$ cat config.mk
export PLATFORM = sky130hd
export DESIGN_NAME = hm_chan_monitor
export DESIGN_NICKNAME = d
export VERILOG_FILES = /design/src/design/hm_pkg.sv /design/src/design/hm_adc_select.sv /design/src/design/hm_chan_monitor.sv
export SDC_FILE = /design/constraint.sdc
export NUM_CORES = 1
export LEC_CHECK = 0
export BUFFER_PORTS_ARGS = -buffer_cell sky130_fd_sc_hd__buf_2
export CAP_MARGIN = 20
export CORE_ASPECT_RATIO = 1.5
export CORE_MARGIN = 3
export CORE_UTILIZATION = 30
export DETAILED_ROUTE_END_ITERATION = 6
export PLACE_DENSITY = 0.57
export SYNTH_ARGS = -nofsm -noshare
export SYNTH_HDL_FRONTEND = slang
export SYNTH_SLANG_ARGS = --single-unit
$ cat constraint.sdc
create_clock -name ref_clk_i -period 3.88 [get_ports ref_clk_i]
set_clock_uncertainty 0.15 [all_clocks]
set_input_delay 0.194 -clock ref_clk_i [delete_from_list [all_inputs] [get_ports ref_clk_i]]
set_output_delay 0.194 -clock ref_clk_i [all_outputs]
set_load 0.05 [all_outputs]
$ cat src/design/hm_pkg.sv
package hm_pkg;

   // Clock and timing
   localparam int CLK_PERIOD_NS = 5;
   localparam int CONV_PERIOD_NS = 700000;
   localparam int CONV_PERIOD_CYC = CONV_PERIOD_NS / CLK_PERIOD_NS;
   localparam int CONV_CNT_W = 18;
   localparam int IDLE_GAP_NS = 14000;
   localparam int IDLE_GAP_CYC = (IDLE_GAP_NS + CLK_PERIOD_NS - 1) / CLK_PERIOD_NS;
   localparam int GAP_CNT_W = 12;

   // Conversion code format
   localparam int ADC_W = 10;
   localparam int ADC_RAW_W = 11;
   localparam logic [ADC_W-1:0] ADC_CODE_MAX = 10'h3ff;
   localparam logic [ADC_W-1:0] ADC_CODE_NOMINAL = 10'h300;

   // Single-channel select codes
   localparam int NUM_CHAN = 10;
   localparam logic [3:0] CH_P2V5 = 4'h0;
   localparam logic [3:0] CH_CPU_CORE_SUPPLY = 4'h1;
   localparam logic [3:0] CH_OWN_SUPPLY = 4'h2;
   localparam logic [3:0] CH_P5V = 4'h3;
   localparam logic [3:0] CH_P12V = 4'h4;
   localparam logic [3:0] CH_REMOTE_1 = 4'h5;
   localparam logic [3:0] CH_LOCAL = 4'h6;
   localparam logic [3:0] CH_REMOTE_2 = 4'h7;
   localparam logic [3:0] CH_PROC_TERM_VOLTAGE = 4'h8;
   localparam logic [3:0] CH_CPU_CURRENT_MONITOR = 4'h9;

   // Select field inside the first fan-speed minimum high byte
   localparam int SEL_MSB = 7;
   localparam int SEL_LSB = 4;

   // Processor polling
   localparam int NUM_SLOTS = 4;
   localparam int TEMP_W = 8;
   localparam logic [7:0] PECI_ADDR_BASE = 8'h30;
   localparam logic [7:0] PECI_ADDR_LAST = 8'h33;

   typedef enum logic [1:0] {
      PS_IDLE,
      PS_ISSUE,
      PS_WAIT,
      PS_GAP
   } hm_poll_state_t;

   typedef struct packed {
      logic [7:0] fan_hi;
      logic [CONV_CNT_W-1:0] cnt;
      logic start;
      logic pending;
      logic [3:0] chan;
      logic [NUM_CHAN-1:0][ADC_W-1:0] res;
   } hm_adc_state_t;

   typedef struct packed {
      hm_poll_state_t st;
      logic [1:0] slot;
      logic dom;
      logic have;
      logic [TEMP_W-1:0] best;
      logic req;
      logic [7:0] addr;
      logic [GAP_CNT_W-1:0] gap;
      logic [NUM_SLOTS-1:0][TEMP_W-1:0] rd;
   } hm_poll_reg_t;

endpackage : hm_pkg

$ cat src/design/hm_adc_select.sv
`timescale 1ns/100ps
module hm_adc_select #(
   parameter int CONV_CYC = hm_pkg::CONV_PERIOD_CYC
) (
   // Clock and reset
   input wire logic ref_clk_i,
   input wire logic reset_n_i,
   // Configuration
   input wire logic single_mode_i,
   input wire logic fan1_min_hi_wr_i,
   input wire logic [7:0] fan1_min_hi_data_i,
   output logic [7:0] fan1_min_hi_o,
   // Converter
   output logic adc_start_o,
   output logic [3:0] adc_chan_o,
   input wire logic adc_done_i,
   input wire logic [hm_pkg::ADC_RAW_W-1:0] adc_code_i,
   // Results
   output logic [hm_pkg::NUM_CHAN-1:0][hm_pkg::ADC_W-1:0] chan_result_o
);

   localparam int CW = hm_pkg::CONV_CNT_W;
   localparam logic [CW-1:0] CNT_LAST = CW'(CONV_CYC - 1);

   hm_pkg::hm_adc_state_t st_ff;
   hm_pkg::hm_adc_state_t nxt_st;
   logic [3:0] sel;

   function automatic logic chan_valid(input logic [3:0] c);
      return c < 4'(hm_pkg::NUM_CHAN);
   endfunction : chan_valid

   function automatic logic [hm_pkg::ADC_W-1:0] saturate(input logic [hm_pkg::ADC_RAW_W-1:0] raw);
      if (raw > {1'b0, hm_pkg::ADC_CODE_MAX}) begin
         return hm_pkg::ADC_CODE_MAX;
      end
      return raw[hm_pkg::ADC_W-1:0];
   endfunction : saturate

   // Select field is simply the upper nibble of the stored fan byte
   assign sel = st_ff.fan_hi[hm_pkg::SEL_MSB:hm_pkg::SEL_LSB];

   always_comb begin
      nxt_st = st_ff;
      nxt_st.start = 1'b0;
      if (fan1_min_hi_wr_i) begin
         nxt_st.fan_hi = fan1_min_hi_data_i;
      end
      if (!single_mode_i) begin
         nxt_st.cnt = '0;
      end else if (st_ff.cnt == CNT_LAST) begin
         nxt_st.cnt = '0;
         // Undefined codes start nothing, so no result moves
         if (chan_valid(sel) && !st_ff.pending) begin
            nxt_st.start = 1'b1;
            nxt_st.chan = sel;
            nxt_st.pending = 1'b1;
         end
      end else begin
         nxt_st.cnt = st_ff.cnt + 1'b1;
      end
      // Channel latched at start, so a reselect mid-conversion cannot misroute
      if (st_ff.pending && adc_done_i) begin
         nxt_st.pending = 1'b0;
         nxt_st.res[st_ff.chan] = saturate(adc_code_i);
      end
   end

   always_ff @(posedge ref_clk_i) begin
      if (!reset_n_i) begin
         st_ff <= '0;
      end else begin
         st_ff <= nxt_st;
      end
   end

   assign fan1_min_hi_o = st_ff.fan_hi;
   assign adc_start_o = st_ff.start;
   assign adc_chan_o = st_ff.chan;
   assign chan_result_o = st_ff.res;
endmodule : hm_adc_select

$ cat src/design/hm_chan_monitor.sv
`timescale 1ns/100ps
// Notes on behaviour
// - Four-bit code picks one of ten sources
// - Select nibble lives in fan minimum byte
// - Results unsigned ten bits, clipped at 1023
// - Local, two remote, four digital temperatures
// - Block polls processors, never waits for reports
// - Readings kept raw, relative to throttle point
// - Polls start only while enable set
// - Poll one to four processors per count
// - Read all domains, keep hottest only
// - One domain-count bit per processor slot
// - Single mode converts selection every 0.7 ms
// - Slots 0..3 use addresses 0x30..0x33
module hm_chan_monitor #(
   parameter int CONV_PERIOD_CYC = hm_pkg::CONV_PERIOD_CYC
) (
   // Clock and reset
   input wire logic ref_clk_i,
   input wire logic reset_n_i,
   // Conversion configuration
   input wire logic single_mode_i,
   input wire logic fan1_min_hi_wr_i,
   input wire logic [7:0] fan1_min_hi_data_i,
   output logic [7:0] fan1_min_hi_o,
   // Converter handshake
   output logic adc_start_o,
   output logic [3:0] adc_chan_o,
   input wire logic adc_done_i,
   input wire logic [hm_pkg::ADC_RAW_W-1:0] adc_code_i,
   output logic [hm_pkg::NUM_CHAN-1:0][hm_pkg::ADC_W-1:0] chan_result_o,
   // Processor polling configuration
   input wire logic peci_enable_i,
   input wire logic [1:0] cpu_count_i,
   input wire logic [hm_pkg::NUM_SLOTS-1:0] dom_two_i,
   // Transaction engine on the wire
   output logic peci_req_o,
   output logic [7:0] peci_addr_o,
   output logic peci_domain_o,
   input wire logic peci_done_i,
   input wire logic peci_err_i,
   input wire logic [hm_pkg::TEMP_W-1:0] peci_temp_i,
   // Processor readings
   output logic [hm_pkg::TEMP_W-1:0] cpu_reading_slot_0_o,
   output logic [hm_pkg::TEMP_W-1:0] cpu_reading_slot_1_o,
   output logic [hm_pkg::TEMP_W-1:0] cpu_reading_slot_2_o,
   output logic [hm_pkg::TEMP_W-1:0] cpu_reading_slot_3_o
);

   localparam int GW = hm_pkg::GAP_CNT_W;
   localparam logic [GW-1:0] GAP_LAST = GW'(hm_pkg::IDLE_GAP_CYC - 1);

   hm_pkg::hm_poll_reg_t st_ff;
   hm_pkg::hm_poll_reg_t nxt_st;
   logic temp_ok;
   logic last_dom;
   logic [hm_pkg::TEMP_W-1:0] hot;

   function automatic logic [7:0] slot_addr(input logic [1:0] s);
      return hm_pkg::PECI_ADDR_BASE + {6'h00, s};
   endfunction : slot_addr

   hm_adc_select #(
      .CONV_CYC(CONV_PERIOD_CYC)
   ) u_adc_select (
      .ref_clk_i(ref_clk_i),
      .reset_n_i(reset_n_i),
      .single_mode_i(single_mode_i),
      .fan1_min_hi_wr_i(fan1_min_hi_wr_i),
      .fan1_min_hi_data_i(fan1_min_hi_data_i),
      .fan1_min_hi_o(fan1_min_hi_o),
      .adc_start_o(adc_start_o),
      .adc_chan_o(adc_chan_o),
      .adc_done_i(adc_done_i),
      .adc_code_i(adc_code_i),
      .chan_result_o(chan_result_o)
   );

   assign temp_ok = peci_done_i && !peci_err_i;
   assign last_dom = !dom_two_i[st_ff.slot] || st_ff.dom;
   // Signed compare: closer to zero means closer to throttling
   assign hot = (st_ff.have && ($signed(st_ff.best) > $signed(peci_temp_i)))
      ? st_ff.best
      : peci_temp_i;

   always_comb begin
      nxt_st = st_ff;
      unique case (st_ff.st)
         hm_pkg::PS_IDLE: begin
            if (peci_enable_i) begin
               nxt_st.slot = '0;
               nxt_st.dom = 1'b0;
               nxt_st.have = 1'b0;
               nxt_st.st = hm_pkg::PS_ISSUE;
            end
         end
         hm_pkg::PS_ISSUE: begin
            if (!peci_enable_i) begin
               nxt_st.st = hm_pkg::PS_IDLE;
            end else begin
               // Count may have shrunk while waiting out the gap
               if (st_ff.slot > cpu_count_i) begin
                  nxt_st.slot = '0;
                  nxt_st.addr = slot_addr(2'b00);
               end else begin
                  nxt_st.addr = slot_addr(st_ff.slot);
               end
               nxt_st.req = 1'b1;
               nxt_st.st = hm_pkg::PS_WAIT;
            end
         end
         hm_pkg::PS_WAIT: begin
            if (peci_done_i) begin
               nxt_st.req = 1'b0;
               if (temp_ok) begin
                  nxt_st.best = hot;
                  nxt_st.have = 1'b1;
               end
               if (!last_dom) begin
                  nxt_st.dom = 1'b1;
                  nxt_st.st = hm_pkg::PS_ISSUE;
               end else begin
                  // A failed read keeps the old reading unless an earlier domain read succeeded
                  if (temp_ok || st_ff.have) begin
                     nxt_st.rd[st_ff.slot] = temp_ok ? hot : st_ff.best;
                  end
                  nxt_st.dom = 1'b0;
                  nxt_st.have = 1'b0;
                  nxt_st.slot = (st_ff.slot >= cpu_count_i) ? 2'b00 : st_ff.slot + 1'b1;
                  nxt_st.gap = GAP_LAST;
                  nxt_st.st = hm_pkg::PS_GAP;
               end
            end
         end
         hm_pkg::PS_GAP: begin
            if (st_ff.gap == '0) begin
               nxt_st.st = peci_enable_i ? hm_pkg::PS_ISSUE : hm_pkg::PS_IDLE;
            end else begin
               nxt_st.gap = st_ff.gap - 1'b1;
            end
         end
      endcase
   end

   always_ff @(posedge ref_clk_i) begin
      if (!reset_n_i) begin
         st_ff <= '0;
      end else begin
         st_ff <= nxt_st;
      end
   end

   assign peci_req_o = st_ff.req;
   assign peci_addr_o = st_ff.addr;
   assign peci_domain_o = st_ff.dom;
   assign cpu_reading_slot_0_o = st_ff.rd[0];
   assign cpu_reading_slot_1_o = st_ff.rd[1];
   assign cpu_reading_slot_2_o = st_ff.rd[2];
   assign cpu_reading_slot_3_o = st_ff.rd[3];
endmodule : hm_chan_monitor

## After elaboration in Yosys (flattened, before gate mapping)

Index checks and enable logic that the tools add are counted.

- Add/subtract/negate cells: 4
- Order comparisons: 9
- Equality and inequality tests: 12
- Muxes and demuxes: 40
- Bitwise gates (word level): 2
- Reduce and logical (&&, ||, !) cells: 30

Operators with widths:

| kind | count |
|---|---|
| bitwise mux 100 bit | 1 |
| 2-to-1 mux 44 bit | 2 |
| demux 10 bit (select 4 bit) | 1 |
| 2-to-1 mux 10 bit | 4 |
| bitwise mux 32 bit | 1 |
| 2-to-1 mux 32 bit | 1 |
| 2-to-1 mux 8 bit | 3 |
| case mux 12 bit (2 select lines) | 1 |
| adder 18 x 1 -> 18 bit, second input constant | 1 |
| == test 18 bit, second input constant | 1 |
| 2-to-1 mux 9 bit | 2 |
| AND reduction 3 bit | 6 |
| demux 8 bit (select 2 bit) | 1 |
| 2-to-1 mux 15 bit | 1 |
| 2-to-1 mux 2 bit | 7 |
| != test 2 bit, second input constant | 7 |
| zero test 12 bit | 1 |
| 2-to-1 mux 12 bit | 1 |
| 2-to-1 mux 6 bit | 2 |
| AND reduction 4 bit | 3 |
| subtractor 12 x 1 -> 12 bit, second input constant | 1 |
| greater-than comparator 11 x 10 -> 1 bit, second input constant | 1 |
| greater-than comparator 8 bit | 1 |
| case mux 2 bit (4 select lines) | 1 |
| 29 further kinds | 46 |

- Bits in registers: 199
- Bits of input ports: 41
- Output and inout port bits: 155

## Longest topological paths before layout

- Depth after elaboration: 9
- Mapped depth: 9
- Mapped depth without buffers: 8

## Hierarchy

From an unflattened synthesis, not the netlist that was laid out.

- Cells, all modules: 1019
- Area, all modules: 9110.0 sq um

By module, submodules not included:

| module | instances | cells an instance | area each (sq um) | seq. area each (sq um) |
|---|---|---|---|---|
| hm_adc_select | 1 | 625 | 5679.2 | 2642.5 |
| hm_chan_monitor | 1 | 394 | 3430.8 | 1241.2 |

## Least setup slack after synthesis

OpenSTA, ideal clock, no wires.

- Path kind: flip-flop to flip-flop
- Start: register st_ff[32] (netlist bit)
- End: register st_ff[36] (netlist bit)
- Library setup time: 0.126 ns
- Arrival time: 2.199 ns
- Required time: 3.604 ns
- Path slack: 1.405 ns
- Stages on the path, launching flop included: 9
- Path buffers: 0
- Period minus slack after synthesis: 2.475 ns
- Path through: dfxtp_1 inv_1 ha_1 or4b_2 or4_1 or3b_4 nor4b_4 xnor2_1 nor2_1

- Word-level cells in the longest chain between the ends: 3
- Elaborated cells between the ends (all ways): 6
- Classes of those cells: 1 x add/sub; 1 x eq/ne; 2 x mux; 2 x reduce/logical

Ends and longest elaborated chain:

| element | RTL line | text |
|---|---|---|
| from (decl) | hm_chan_monitor.sv:53 | `hm_pkg::hm_poll_reg_t st_ff;` |
| from (signal assigned) | hm_chan_monitor.sv:149 | `st_ff <= nxt_st;` |
| subtractor 12 x 1 -> 12 bit / zero test 12 bit (equally long branches) | hm_chan_monitor.sv:139, hm_chan_monitor.sv:136 |  |
| 2-to-1 mux 12 bit / != test 2 bit (equally long branches) | n/a |  |
| case mux 12 bit (2 select lines) / AND reduction 4 bit (equally long branches) | n/a |  |

Parallel ways exist; a longest one is shown, timed or not. The select of a mux whose other input is x is not followed.
A chain may end at the register's enable or synchronous reset.

## Worst setup path in the final report

- Start: input port peci_temp_i[5] (netlist bit)
- End: register st_ff[53] (netlist bit)

- Word-level cells in the longest chain between the ends: 3

Ends and longest elaborated chain:

| element | RTL line | text |
|---|---|---|
| from (decl) | hm_chan_monitor.sv:42 | `input wire logic [hm_pkg::TEMP_W-1:0] peci_temp_i,` |
| greater-than comparator 8 bit | hm_chan_monitor.sv:82 | `assign hot = (st_ff.have && ($signed(st_ff.best) > $signed(peci_temp_i)))` |
| logical AND 1 bit | hm_chan_monitor.sv:82 |  |
| 2-to-1 mux 8 bit | hm_chan_monitor.sv:83 | `? st_ff.best` |

No other way between the ends.

==> metrics.md <==
| Metric | Value |
|---|---|
| CP Launch Type | `primary input` |
| CTS buffer count | `17` |
| Root Driver | `clkbuf_16` |
| CP most frequent cell | `a21oi_1` |
| Port Buffers | `191` |
| Cell with the most instances after synthesis | `dfxtp_1` |
| Post-Synthesis Cells | `1000` |
| Number of synthesized register bits | `194` |
| Initial Util | `30.48%` |
| Final worst path period need | `2.981 ns` |
| Die area | `0.03141 sq mm` |
| Worst hold endpoint | `u_adc_select.chan_result_o[29]` |
| Reg-to-reg startpoint | `st_ff[58]` |
| Setup Viol. Count Final | `0` |
| WL/cell | `16.28 microns` |
| Critical path type | `primary input to flop` |
| GPL Wtd Cong | `0.8092` |
| Worst vdd ir | `0.0002800 V` |
| Synth unique cells | `55` |
| Slowest cell delay on critical path | `0.52 ns` |
| Total track usage | `14.85%` |
| Post-DP HPWL | `16880 microns` |
| Hold WC Path Type | `primary input to flop` |
| # Post-CTS Setup Buffers | `0` |
| Clock share of power | `44.6%` |
| Lkg Pwr | `4.065 nW` |
| Final hold slack | `0.03456 ns` |
| Final period utilization | `76.83%` |
| Reg area | `0.003884 sq mm` |
| CP Cell Sequence | `dlygate4sd3_1, buf_2, inv_1, ha_1, a21o_1, a2111oi_0, a21oi_1, a21oi_1, and2_1, mux2i_1` |
| Sw Ratio | `24.50%` |
| Crit path launch | `peci_temp_i[5]` |
| Share of layout cells above drive strength 1 | `24.23%` |
| Worst Setup End Kind | `flop` |
| Combinational power share | `6.5%` |
| Core box area | `0.02881 sq mm` |
| Synth top cells by count | `194 x dfxtp_1, 185 x nor2_1, 152 x buf_4` |
| Max_cap viols | `0` |
| Initial drt markers | `338` |
| Height of the chip | `215.6 microns` |
| Ranking of synthesized cells by area | `dfxtp_1 44%, buf_4 13%, a211oi_1 8.5%` |
| Total wire length | `23760 microns` |
| Mean post-synth cell area | `8.782 sq um` |
| Flop pwr share | `48.9%` |
| Warnings, synthesis | `0` |
| Largest net degree at the start of global routing | `59` |
| Buffers and inverters on the worst path | `3` |
| Internal reg-to-reg setup slack | `1.02 ns` |
| Via count | `6871` |
| Vias in the first global route | `6414` |
| Io pins | `196` |
| CTS tree | `built` |
| Hold Vio Cnt, Final | `0` |
| RSZ-0062 raised after global routing | `no` |
| Crit path DAT | `3.20 ns` |
| Worst path slowest cell | `dlygate4sd3_1` |
| Avg Vias per Cell | `4.706` |
| Initial antenna violation count | `0` |
| Yosys top cell area share | `44.22%` |
| Cell-internal power | `0.003118 W` |
| Fillers | `3017` |
| # DRC | `0` |
| Worst Hold Launch | `adc_code_i[9]` |
| Final ANT Viol Nets | `0` |
| Final #Nets | `1113` |
| Die X | `145.7 microns` |
| Final Power | `0.004130 W` |
| Top FF cell, synth | `dfxtp_1` |
| Mapped cell area | `0.008782 sq mm` |
| Relative slew slack | `31.52%` |
| Clock tree buffer depth | `2` |
| Min-Delay Path Depth | `3` |
| Setup TNS | `0 ns` |
| CP delay by family, top | `compound AO/OA/AOI/OAI gates` |
| Worst Reg-to-Reg Cells | `7` |
| Outcome | `finished clean` |
| Worst skew pair latency | `0.44 ns` |
| 1st-pass router iterations | `4` |
| Final core utilization | `34.58%` |
| Cts repair resizes | `0` |
| Max FO, Critical Path | `8` |
| Data required time of the worst path | `4.10 ns` |
| CTS H-tree lvls | `4` |
| Grt ovf | `0` |
| Async SR Flop Fraction | `0%` |
| Synth area leader | `dfxtp_1` |
| Register area share after synthesis | `44.22%` |
| Worst-path clk slew | `0.07 ns` |
| EDFF count, synth | `0` |
| Reg-to-reg endpoint | `st_ff[53]` |
| First-pass GRT wire length | `36630 microns` |
| Sink Count | `194` |
| Area of the multi-input gates | `0.003495 sq mm` |
| Final-report max-slew violation count | `0` |
| # rows | `76` |
| Fmax | `0.3355 GHz` |
| Slew @ Worst Pin | `1.023 ns` |
| Layout area overhead | `13.45%` |
| Switching pwr | `0.001012 W` |
| PwrDens | `414.5 mW/mm^2` |
worst max path at each step:
stage / cells past startpoint / end
6_report: 10 / st_ff[53]
5_1_grt: 10 / st_ff[53]
4_1_cts: 10 / st_ff[60]
3_5_place_dp: 9 / st_ff[60]
3_3_place_gp: 9 / st_ff[54]
2_1_floorplan: 8 / st_ff[36]
layout make-up:
class | count | area share (%)
sequential | 194 | 38.98
multi-input combinational | 578 | 35.07
timing repair buffer | 237 | 13.84
tap | 390 | 4.898
clock buffer | 18 | 4.307
clock inverter | 14 | 1.796
inverter | 28 | 1.080
antenna | 1 | 0.02512
power by group through the flow:
stage,Sequential (W),Combinational (W),Clock (W)
after global placement,0.00207,0.000245,0
final,0.00202,0.000267,0.00184
after global routing,0.00202,0.000290,0.00197
after detailed placement,0.00207,0.000246,0
after CTS,0.00202,0.000268,0.00190
after floorplan,0.00206,0.000169,0
repair_timing:
action                     4_1_cts  5_1_grt
hold buffers                    25        0
hold endpoints to repair        21        0
setup endpoints to repair        0        0
metrics by stage:
stage / setup slack, ns / cell area [sq um] / cells
floorplan: 1.405 / 8793 / 1003
global placement: 1.003 / 9050 / 1397
detailed placement: 0.9885 / 9050 / 1397
CTS: 0.9063 / 9908 / 1454
global route: 0.7019 / 9961 / 1459
finish: 0.8992 / 9963 / 1460
registers in the layout, indices dropped and copies added (netlist names), 3 cells and up:
name                        flops
cpu_reading_slot_0_o            8
cpu_reading_slot_1_o            8
cpu_reading_slot_2_o            8
cpu_reading_slot_3_o            8
peci_addr_o                     3
st_ff                          25
u_adc_select.adc_chan_o         4
u_adc_select.chan_result_o    100
u_adc_select.fan1_min_hi_o      8
u_adc_select.st_ff             19
kinds of logic (layout without fill, tap and decap cells):
family                   after synthesis  after routing  share of synthesized area [%]
adder cells (fa/ha/maj)               16             16                          2.280
flip-flops                           194            194                          44.22
buffers and inverters                231            297                          16.40
other                                  1              5                        0.04270
AND/OR/NAND/NOR                      310            310                          15.84
AO/OA/AOI/OAI                        208            208                          16.77
XOR/XNOR                              18             18                          1.795
multiplexers                          22             22                          2.650
tightest hold or removal path, stage by stage:
cell and delay (ns):
buf_2 0.08, nor2_1 0.10, a211oi_1 0.20
layout by cell type, fill, tap and decap left out, types with 21 or more instances in the layout:
| cell | synthesis | final |
|---|---|---|
| nand2_1 | 47 | 47 |
| a211oi_1 | 100 | 100 |
| nor2_1 | 185 | 185 |
| dlygate4sd3_1 | 0 | 25 |
| o21ai_0 | 39 | 39 |
| a221oi_1 | 33 | 33 |
| buf_2 | 1 | 191 |
| mux2i_1 | 21 | 21 |
| inv_1 | 27 | 27 |
| dfxtp_1 | 194 | 194 |
routing by layer:
layer	vias to the layer above	global-route usage [%]	share of wire [%]
met1	3219	17.73	43
met3	35	3.592	4.5
li1	3438	-	-
met5	-	0	0
met2	179	25.14	50
met4	0	6.844	2.7
Power figures use the tool's default switching activity.
